$ cat src/hdl/svd_pkg.sv
// Package with register map, field layout, reset values and settle timing of the supply level detector
package svd_pkg;
  // Byte offsets on the register bus
  localparam logic [3:0] CTRL_OFFSET = 4'h0;
  localparam logic [3:0] FLAGS_OFFSET = 4'h4;
  localparam logic [3:0] IRQ_EN_OFFSET = 4'h8;
  localparam logic [3:0] INT_CTRL_OFFSET = 4'hc;
  // Control register fields
  localparam int DIRECTION_BIT = 7;
  localparam int STABLE_BIT = 5;
  localparam int ENABLE_BIT = 4;
  localparam int LEVEL_LSB = 0;
  localparam int LEVEL_W = 4;
  localparam logic [3:0] LEVEL_EXTERNAL = 4'hf;
  localparam logic [3:0] LEVEL_RESERVED = 4'h0;
  // Flag, enable and global enable positions
  localparam int EVENT_FLAG_BIT = 2;
  localparam int EVENT_IRQ_EN_BIT = 2;
  localparam int GLOBAL_IRQ_EN_BIT = 7;
  // Reset values
  localparam logic [3:0] LEVEL_RESET = 4'h5;
  localparam logic DIRECTION_RESET = 1'b0;
  localparam logic ENABLE_RESET = 1'b0;
  // Settle interval in timebase ticks; the timebase runs apart from sys_clk
  localparam logic [7:0] SETTLE_TICKS = 8'h14;
  // Settle state
  typedef enum logic [2:0] {
    SETTLE_OFF = 3'b001,
    SETTLE_WAIT = 3'b010,
    SETTLE_DONE = 3'b100
  } settle_state_e;
endpackage

$ cat src/hdl/settle_if.sv
// Interface between the detector core and its reference settle timer
`timescale 1ns/10ps
interface settle_if;
  logic enable;
  logic tick;
  logic stable;
  modport core (output enable, output tick, input stable);
  modport timer (input enable, input tick, output stable);
endinterface

$ cat src/hdl/settle_timer.sv
// Reference settle timer counting ticks of an independent timebase
`timescale 1ns/10ps
module settle_timer (
  // Clock and reset
  input wire logic sys_clk,
  input wire logic resetn,
  // Core link
  settle_if.timer st
);
  import svd_pkg::*;

  settle_state_e state_ff;
  logic [7:0] count_ff;

  // Counting ticks rather than sys_clk keeps the interval fixed at any core clock
  always_ff @(posedge sys_clk or negedge resetn)
  begin
    if (!resetn)
    begin
      state_ff <= SETTLE_OFF;
    end
    else
    begin
      unique case (state_ff)
        SETTLE_OFF:
        begin
          if (st.enable)
            state_ff <= SETTLE_WAIT;
        end
        SETTLE_WAIT:
        begin
          if (!st.enable)
            state_ff <= SETTLE_OFF;
          else if (st.tick && count_ff == SETTLE_TICKS - 8'h01)
            state_ff <= SETTLE_DONE;
        end
        SETTLE_DONE:
        begin
          if (!st.enable)
            state_ff <= SETTLE_OFF;
        end
        default:
        begin
          state_ff <= SETTLE_OFF;
        end
      endcase
    end
  end

  always_ff @(posedge sys_clk or negedge resetn)
  begin
    if (!resetn)
      count_ff <= 8'h00;
    else if (state_ff != SETTLE_WAIT || !st.enable)
      count_ff <= 8'h00;
    else if (st.tick)
      count_ff <= count_ff + 8'h01;
  end

  assign st.stable = (state_ff == SETTLE_DONE);

  chk_stable_low_enable: assert property (@(posedge sys_clk) disable iff (!resetn)
    $rose(st.enable) |=> !st.stable)
    else $error("stable flag high right after enable");

  chk_settle_tick_count: assert property (@(posedge sys_clk) disable iff (!resetn)
    $rose(st.stable) |-> $past(count_ff) == SETTLE_TICKS - 8'h01 && $past(st.tick))
    else $error("stable flag rose before settle count expired");

  chk_restart_on_off: assert property (@(posedge sys_clk) disable iff (!resetn)
    !st.enable |=> !st.stable && count_ff == 8'h00)
    else $error("settle interval not restarted after disable");
endmodule

$ cat src/hdl/supply_level_detector.sv
// Supply level detector control, flag and interrupt logic with Avalon-MM register slave
`timescale 1ns/10ps
module supply_level_detector (
  // Clock and reset
  input wire logic sys_clk,
  input wire logic resetn,
  // Avalon-MM slave
  input wire logic [3:0] address,
  input wire logic read,
  input wire logic write,
  input wire logic [31:0] writedata,
  input wire logic [3:0] byteenable,
  output logic [31:0] readdata,
  output logic waitrequest,
  // Analog front end
  input wire logic cmp_at_or_below,
  input wire logic cmp_at_or_above,
  input wire logic timebase_tick,
  output logic monitor_power,
  output logic [svd_pkg::LEVEL_W-1:0] divider_tap,
  output logic external_trip_route,
  // Core status
  input wire logic sleep_mode,
  output logic irq_request,
  output logic wake_request
);
  import svd_pkg::*;

  settle_if st ();

  logic trip_direction_ff;
  logic monitor_enable_ff;
  logic [LEVEL_W-1:0] trip_level_select_ff;
  logic supply_event_flag_ff;
  logic supply_event_irq_enable_ff;
  logic global_irq_enable_ff;
  logic ack_ff;
  logic [31:0] readdata_ff;
  logic wake_ff;
  logic nxt_supply_event_flag;
  logic reference_stable;
  logic trip_hit;
  logic do_wr;
  logic lane0;
  logic [7:0] wbyte;
  logic [7:0] rd_mux;

  settle_timer u_settle (
    .sys_clk(sys_clk),
    .resetn(resetn),
    .st(st.timer)
  );

  assign st.enable = monitor_enable_ff;
  assign st.tick = timebase_tick;
  assign reference_stable = st.stable;

  // Bus slave: one wait cycle per access, answer on the second edge
  assign waitrequest = (read | write) & ~ack_ff;
  assign do_wr = write & ack_ff;
  assign lane0 = byteenable[0];
  assign wbyte = writedata[7:0];

  always_ff @(posedge sys_clk or negedge resetn)
  begin
    if (!resetn)
      ack_ff <= 1'b0;
    else
      ack_ff <= (read | write) & ~ack_ff;
  end

  always_comb
  begin
    rd_mux = 8'h00;
    unique case (address)
      CTRL_OFFSET:
      begin
        rd_mux[DIRECTION_BIT] = trip_direction_ff;
        rd_mux[STABLE_BIT] = reference_stable;
        rd_mux[ENABLE_BIT] = monitor_enable_ff;
        rd_mux[LEVEL_LSB +: LEVEL_W] = trip_level_select_ff;
      end
      FLAGS_OFFSET:
      begin
        rd_mux[EVENT_FLAG_BIT] = supply_event_flag_ff;
      end
      IRQ_EN_OFFSET:
      begin
        rd_mux[EVENT_IRQ_EN_BIT] = supply_event_irq_enable_ff;
      end
      INT_CTRL_OFFSET:
      begin
        rd_mux[GLOBAL_IRQ_EN_BIT] = global_irq_enable_ff;
      end
      default:
      begin
        rd_mux = 8'h00;
      end
    endcase
  end

  // Unmapped addresses read zero and ignore writes
  always_ff @(posedge sys_clk or negedge resetn)
  begin
    if (!resetn)
      readdata_ff <= 32'h00000000;
    else if (read && !ack_ff)
      readdata_ff <= {24'h000000, rd_mux};
  end

  assign readdata = readdata_ff;

  // Control register; the stable bit is read-only and not stored here
  always_ff @(posedge sys_clk or negedge resetn)
  begin
    if (!resetn)
    begin
      trip_direction_ff <= DIRECTION_RESET;
      monitor_enable_ff <= ENABLE_RESET;
      trip_level_select_ff <= LEVEL_RESET;
    end
    else if (do_wr && lane0 && address == CTRL_OFFSET)
    begin
      trip_direction_ff <= wbyte[DIRECTION_BIT];
      monitor_enable_ff <= wbyte[ENABLE_BIT];
      trip_level_select_ff <= wbyte[LEVEL_LSB +: LEVEL_W];
    end
  end

  // Interrupt enables
  always_ff @(posedge sys_clk or negedge resetn)
  begin
    if (!resetn)
    begin
      supply_event_irq_enable_ff <= 1'b0;
      global_irq_enable_ff <= 1'b0;
    end
    else if (do_wr && lane0)
    begin
      if (address == IRQ_EN_OFFSET)
        supply_event_irq_enable_ff <= wbyte[EVENT_IRQ_EN_BIT];
      if (address == INT_CTRL_OFFSET)
        global_irq_enable_ff <= wbyte[GLOBAL_IRQ_EN_BIT];
    end
  end

  // Analog controls; the comparator only counts while powered
  assign monitor_power = monitor_enable_ff;
  assign external_trip_route = (trip_level_select_ff == LEVEL_EXTERNAL);
  assign divider_tap = trip_level_select_ff;

  // Equal supply sets both comparator outputs, so it trips either way
  assign trip_hit = monitor_enable_ff & reference_stable
                  & (trip_direction_ff ? cmp_at_or_above : cmp_at_or_below);

  // Hardware set wins over a software clear in the same cycle
  always_comb
  begin
    nxt_supply_event_flag = supply_event_flag_ff;
    if (do_wr && lane0 && address == FLAGS_OFFSET)
      nxt_supply_event_flag = wbyte[EVENT_FLAG_BIT];
    if (trip_hit)
      nxt_supply_event_flag = 1'b1;
  end

  always_ff @(posedge sys_clk or negedge resetn)
  begin
    if (!resetn)
      supply_event_flag_ff <= 1'b0;
    else
      supply_event_flag_ff <= nxt_supply_event_flag;
  end

  // Sleep does not gate the monitor, so a crossing still wakes the core
  always_ff @(posedge sys_clk or negedge resetn)
  begin
    if (!resetn)
      wake_ff <= 1'b0;
    else
      wake_ff <= sleep_mode & trip_hit;
  end

  assign wake_request = wake_ff;
  assign irq_request = supply_event_flag_ff & supply_event_irq_enable_ff & global_irq_enable_ff;

  chk_enable_write_power: assert property (@(posedge sys_clk) disable iff (!resetn)
    do_wr && lane0 && address == CTRL_OFFSET |=> monitor_power == $past(writedata[ENABLE_BIT]))
    else $error("monitor power does not follow enable write");

  chk_flag_needs_stable: assert property (@(posedge sys_clk) disable iff (!resetn)
    $rose(supply_event_flag_ff) && !$past(do_wr) |-> $past(reference_stable) && $past(monitor_enable_ff))
    else $error("event flag set without stable reference");

  chk_falling_trip_sets: assert property (@(posedge sys_clk) disable iff (!resetn)
    monitor_enable_ff && reference_stable && !trip_direction_ff && cmp_at_or_below |=> supply_event_flag_ff)
    else $error("falling trip not flagged");

  chk_rising_trip_sets: assert property (@(posedge sys_clk) disable iff (!resetn)
    monitor_enable_ff && reference_stable && trip_direction_ff && cmp_at_or_above |=> supply_event_flag_ff)
    else $error("rising or equal trip not flagged");

  chk_level_write_taken: assert property (@(posedge sys_clk) disable iff (!resetn)
    do_wr && lane0 && address == CTRL_OFFSET |=> divider_tap == $past(writedata[3:0]))
    else $error("trip level write not taken");

  chk_external_route: assert property (@(posedge sys_clk) disable iff (!resetn)
    do_wr && lane0 && address == CTRL_OFFSET && writedata[3:0] == LEVEL_EXTERNAL |=> external_trip_route)
    else $error("external input not routed for code 1111");

  chk_irq_gating: assert property (@(posedge sys_clk) disable iff (!resetn)
    irq_request |-> supply_event_flag_ff && supply_event_irq_enable_ff && global_irq_enable_ff)
    else $error("interrupt requested without all enables");

  chk_sleep_wake: assert property (@(posedge sys_clk) disable iff (!resetn)
    sleep_mode && trip_hit |=> wake_request && supply_event_flag_ff)
    else $error("crossing in sleep did not wake and flag");

  chk_bus_answer: assert property (@(posedge sys_clk) disable iff (!resetn)
    (read || write) && !ack_ff |-> waitrequest ##1 (!(read || write) || !waitrequest))
    else $error("bus access not answered on second edge");

  chk_ack_single: assert property (@(posedge sys_clk) disable iff (!resetn)
    ack_ff |=> !ack_ff)
    else $error("bus answer held for more than one cycle");

  chk_no_early_answer: assert property (@(posedge sys_clk) disable iff (!resetn)
    $rose(read) || $rose(write) |-> waitrequest)
    else $error("new request answered without a wait cycle");

  // Register read-back as the bus master takes it
  chk_ctrl_readback: assert property (@(posedge sys_clk) disable iff (!resetn)
    read && !waitrequest && address == CTRL_OFFSET
    |-> readdata[7:0] == {trip_direction_ff, 1'b0, $past(reference_stable), monitor_power, divider_tap})
    else $error("control register read back wrong");

  chk_flags_readback: assert property (@(posedge sys_clk) disable iff (!resetn)
    read && !waitrequest && address == FLAGS_OFFSET
    |-> readdata[7:0] == {5'h00, $past(supply_event_flag_ff), 2'h0})
    else $error("flag register read back wrong");

  chk_enables_readback: assert property (@(posedge sys_clk) disable iff (!resetn)
    read && !waitrequest && address == IRQ_EN_OFFSET
    |-> readdata[7:0] == {5'h00, supply_event_irq_enable_ff, 2'h0})
    else $error("interrupt enable read back wrong");

  chk_global_readback: assert property (@(posedge sys_clk) disable iff (!resetn)
    read && !waitrequest && address == INT_CTRL_OFFSET |-> readdata[7:0] == {global_irq_enable_ff, 7'h00})
    else $error("global enable read back wrong");

  chk_unmapped_zero: assert property (@(posedge sys_clk) disable iff (!resetn)
    read && !waitrequest && address[1:0] != 2'h0 |-> readdata == 32'h00000000)
    else $error("unmapped address read not zero");

  chk_read_high_zero: assert property (@(posedge sys_clk) disable iff (!resetn)
    read && !waitrequest |-> readdata[31:8] == 24'h000000)
    else $error("upper read data bits not zero");

  // Event flag set, hold and clear, then interrupt enable, external route, stable, control and wake checks
  chk_no_flag_unstable: assert property (@(posedge sys_clk) disable iff (!resetn)
    !reference_stable && !supply_event_flag_ff && !(do_wr && address == FLAGS_OFFSET)
    |=> !supply_event_flag_ff)
    else $error("event flag set before reference stable");

  chk_disabled_no_set: assert property (@(posedge sys_clk) disable iff (!resetn)
    !monitor_enable_ff && !supply_event_flag_ff && !(do_wr && address == FLAGS_OFFSET)
    |=> !supply_event_flag_ff)
    else $error("event flag set while detector off");

  chk_flag_holds: assert property (@(posedge sys_clk) disable iff (!resetn)
    supply_event_flag_ff && !(do_wr && lane0 && address == FLAGS_OFFSET) |=> supply_event_flag_ff)
    else $error("event flag lost without software clear");

  chk_flag_clear_write: assert property (@(posedge sys_clk) disable iff (!resetn)
    do_wr && lane0 && address == FLAGS_OFFSET && !writedata[EVENT_FLAG_BIT] && !trip_hit
    |=> !supply_event_flag_ff)
    else $error("software clear of event flag not taken");

  chk_set_beats_clear: assert property (@(posedge sys_clk) disable iff (!resetn)
    do_wr && lane0 && address == FLAGS_OFFSET && trip_hit |=> supply_event_flag_ff)
    else $error("clear won over a trip in the same cycle");

  chk_irq_needs_enables: assert property (@(posedge sys_clk) disable iff (!resetn)
    !global_irq_enable_ff || !supply_event_irq_enable_ff |-> !irq_request)
    else $error("interrupt requested with an enable clear");

  chk_external_decode: assert property (@(posedge sys_clk) disable iff (!resetn)
    external_trip_route == (divider_tap == LEVEL_EXTERNAL))
    else $error("external route does not match level code");

  chk_disable_drops_stable: assert property (@(posedge sys_clk) disable iff (!resetn)
    !monitor_enable_ff |=> !reference_stable)
    else $error("stable flag kept while detector off");

  chk_ctrl_needs_write: assert property (@(posedge sys_clk) disable iff (!resetn)
    !(do_wr && lane0 && address == CTRL_OFFSET) |=> $stable(divider_tap) && $stable(monitor_power))
    else $error("control outputs changed without a write");

  chk_wake_needs_sleep: assert property (@(posedge sys_clk) disable iff (!resetn)
    wake_request |-> $past(sleep_mode) && $past(trip_hit))
    else $error("wake requested without sleep crossing");

  chk_no_wake_awake: assert property (@(posedge sys_clk) disable iff (!resetn)
    !sleep_mode |=> !wake_request)
    else $error("wake requested while awake");
endmodule

$ cat config.mk
export PLATFORM = sky130hd
export DESIGN_NAME = supply_level_detector
export DESIGN_NICKNAME = d
export VERILOG_FILES = /design/src/hdl/svd_pkg.sv /design/src/hdl/settle_if.sv /design/src/hdl/settle_timer.sv /design/src/hdl/supply_level_detector.sv
export SDC_FILE = /design/constraint.sdc
export NUM_CORES = 1
export LEC_CHECK = 0
export ABC_AREA = 1
export BUFFER_PORTS_ARGS = -buffer_cell sky130_fd_sc_hd__buf_2
export CORE_MARGIN = 2
export CORE_UTILIZATION = 44
export CTS_CLUSTER_SIZE = 25
export DETAILED_ROUTE_END_ITERATION = 10
export GPL_TIMING_DRIVEN = 1
export MAX_ROUTING_LAYER = met4
export PLACE_DENSITY_LB_ADDON = 0.05
export SYNTH_ARGS = -nofsm -noshare
export SYNTH_HDL_FRONTEND = slang
export SYNTH_SLANG_ARGS = --single-unit
$ cat constraint.sdc
create_clock -name sys_clk -period 1.7 [get_ports sys_clk]
set_clock_uncertainty 0.15 [all_clocks]
set_input_delay 0.255 -clock sys_clk [delete_from_list [all_inputs] [get_ports sys_clk]]
set_output_delay 0.255 -clock sys_clk [all_outputs]
set_load 0.01 [all_outputs]
==> results.cfg <==
[run_status]
status = finished clean

[clocking]
cts-root-buf = clkbuf_4
cts-htree-levels = 2
clkTransAtPathRegs_ps = 90
cts_tree = yes
clock-sinks = 29
numCtsBuffers = 5
cts_buffer_depth = 2
clkLatencyLatePin_ps = 330

[synthesis]
synth_top_area_cell = dfrtp_1
synth_ff_type = dfrtp_1
synth_area_per_cell_sq_um = 8.46
synth_area_sq_um = 1610
synthArstFlopShare = 1.00
synth_cells = 190
synth_edf_count = 0
yosysWarnings = 0
netlist_top_cells_area = dfrtp_1 40%, buf_4 12%, nand2_1 7.0%
ys_seq_elements = 29
yosys.area.top_type_share = 0.405
seq_area_frac_synth = 0.454
synth.distinct_cells = 27

[worst_setup_path]
cp_slowest_cell = dfstp_2
cp.required_ps = 1290
path_class = flop to output port
cp_slowest_stage_delay_ps = 540
cp-start-kind = flop
critPathArrivalTime_ps = 1260
endpoint_kind = output port
critPathMaxFanout = 2
crit_chain = inv_2, nor4_2, buf_2

[hold_path]
hold_class = primary input to flop

[sta]
maxSlewViolCount = 0
slew_headroom = 0.560
hold_viol = 0
worstMarginPinSlew_ps = 660
fin_crit_sh = 0.980
fmax_mhz = 600
rsz0062_at_grt = true
setup_viol = 0
fin_crit_ps = 1670
whs_ps = 43.1

[die]
core_area_sq_um = 3420
placementRows = 21
design.die.area_sq_um = 4150
die_w_um = 64.5
io_pins = 89
start_util = 0.471
die-height_um = 64.5

[power]
p_leak_nw = 1.03
peakVddDrop_mv = 0.449
powerDensity_nw_per_um2 = 900
power_mw = 1.72

[route]
wl_per_cell_um = 10.8
antenna_left = 0
drtPass1Iterations = 5
num_vias = 1327
remaining_drc_errors = 0
drtIter0Drc = 82
vias_per_cell = 4.58
postRouteWirelength_mm = 3.13

[placement]
numPortBuffers = 34
gp_congestion = 0.788
dpl.hpwl_mm = 2.31
dp_cells = 271

[global_routing]
overflow = 0
grt_max_degree = 30
grt_pass1_wl_mm = 5.31
grt_pass1_vias = 1238
grt_antenna_before_repair = 0
grt_use_total = 0.172

[finish]
final_cell_mix = 34 x buf_2, 30 x nand2_1, 26 x dfrtp_1, 25 x conb_1, 22 x inv_1
num_antenna_cells = 0
n_fill_cell = 323
drive_gt1_frac = 0.266
layout_commonest_cell = buf_2
final_cell_count_no_fill = 290
syn_to_final_growth_pct = 18.8
nets = 292

[run]
drv_cap = 0
==> cell usage after synthesis (3+ instances only) <==
master and instances:
o21ai_2 4, o31ai_1 4, inv_1 23, dfrtp_1 26
o21ai_0 11, nand2_2 4, nor2_1 20, nand2_1 30
dfstp_2 3, nand4_1 6, nand3_1 15, a21oi_1 5
buf_4 25
==> power breakdown <==
group | leakage, nW | total (mW) | switching (mW) | internal, mW
clock | 0.0320 | 0.403 | 0.246 | 0.157
sequential | 0.371 | 0.852 | 0.0592 | 0.793
combinational | 0.625 | 0.463 | 0.285 | 0.178
total | 1.03 | 1.72 | 0.590 | 1.13
==> per-stage QoR <==
| stage | setup TNS [ps] | util | cell area [sq um] | setup WS (ps) |
|---|---|---|---|---|
| 6_report | 0 | 0.559 | 1910 | 34.2 |
| 5_1_grt | -30.9 | 0.559 | 1910 | -30.9 |
| 3_3_place_gp | 0 | 0.512 | 1750 | 312 |
| 4_1_cts | -0.927 | 0.555 | 1900 | -0.927 |
| 2_1_floorplan | 0 | - | 1700 | 250 |
| 3_5_place_dp | 0 | 0.512 | 1750 | 309 |
==> sequential cells by signal, summed over array words and instances, names as in the netlist <==
| signal | cells |
|---|---|
| u_settle.count_ff | 8 |
| readdata | 7 |
| divider_tap | 4 |
| u_settle.state_ff | 3 |
| ack_ff | 1 |
| global_irq_enable_ff | 1 |
| monitor_power | 1 |
| supply_event_flag_ff | 1 |
| supply_event_irq_enable_ff | 1 |
| trip_direction_ff | 1 |
| wake_request | 1 |
==> final timing paths <==
path	start	end	slack, ps	cells after the start
min in group asynchronous	resetn	u_settle.count_ff[0]	330	2
max in group asynchronous	resetn	u_settle.count_ff[4]	640	2
worst max-delay path	divider_tap[2]	external_trip_route	30	3
worst min-delay path	read	ack_ff	40	3
worst max register to register	u_settle.state_ff[0]	u_settle.state_ff[1]	300	5
worst min register to register	ack_ff	ack_ff	320	1
==> area by class of cell <==
cell class | count | area [sq um] | share of cell area
clock inverter | 2 | 10.0 | 0.00524
sequential | 29 | 729 | 0.382
tap | 46 | 57.6 | 0.0301
multi-input combinational | 135 | 686 | 0.359
inverter | 24 | 90.1 | 0.0472
timing repair buffer | 48 | 295 | 0.155
clock buffer | 6 | 41.3 | 0.0216
==> repair_timing <==
action / in CTS / in global routing
buffers inserted: 2 / 1
hold endpoints to repair: 33 / 0
pin swaps: 1 / 0
setup endpoints to repair: 1 / 1
hold buffers: 8 / 0
resized for setup: 1 / 1
==> worst max-delay path: cells and delay by family (launching register included) <==
family | cells | cell delay [ps]
buffers and inverters | 2 | 200
DFF | 1 | 540
and+or+nand+nor | 1 | 180
==> cell families (layout without fill, tap and decap cells) <==
| kind of cell | Yosys count | after routing | share of synthesized area |
|---|---|---|---|
| mux | 1 | 1 | 0.00623 |
| other cells | 1 | 25 | 0.00233 |
| compound gates | 26 | 26 | 0.0988 |
| flops | 29 | 29 | 0.454 |
| fa+ha+maj | 1 | 1 | 0.00778 |
| buf+inv | 50 | 80 | 0.180 |
| simple gates | 82 | 82 | 0.251 |
==> per-layer routing <==
layer | part of all wire | GRT usage
met2 | 0.49 | 0.279
met1 | 0.44 | 0.202
met3 | 0.058 | 0.0573
met5 | 0 | -
met4 | 0.015 | 0.0559
Note: power is estimated with default switching activity, not from simulation.
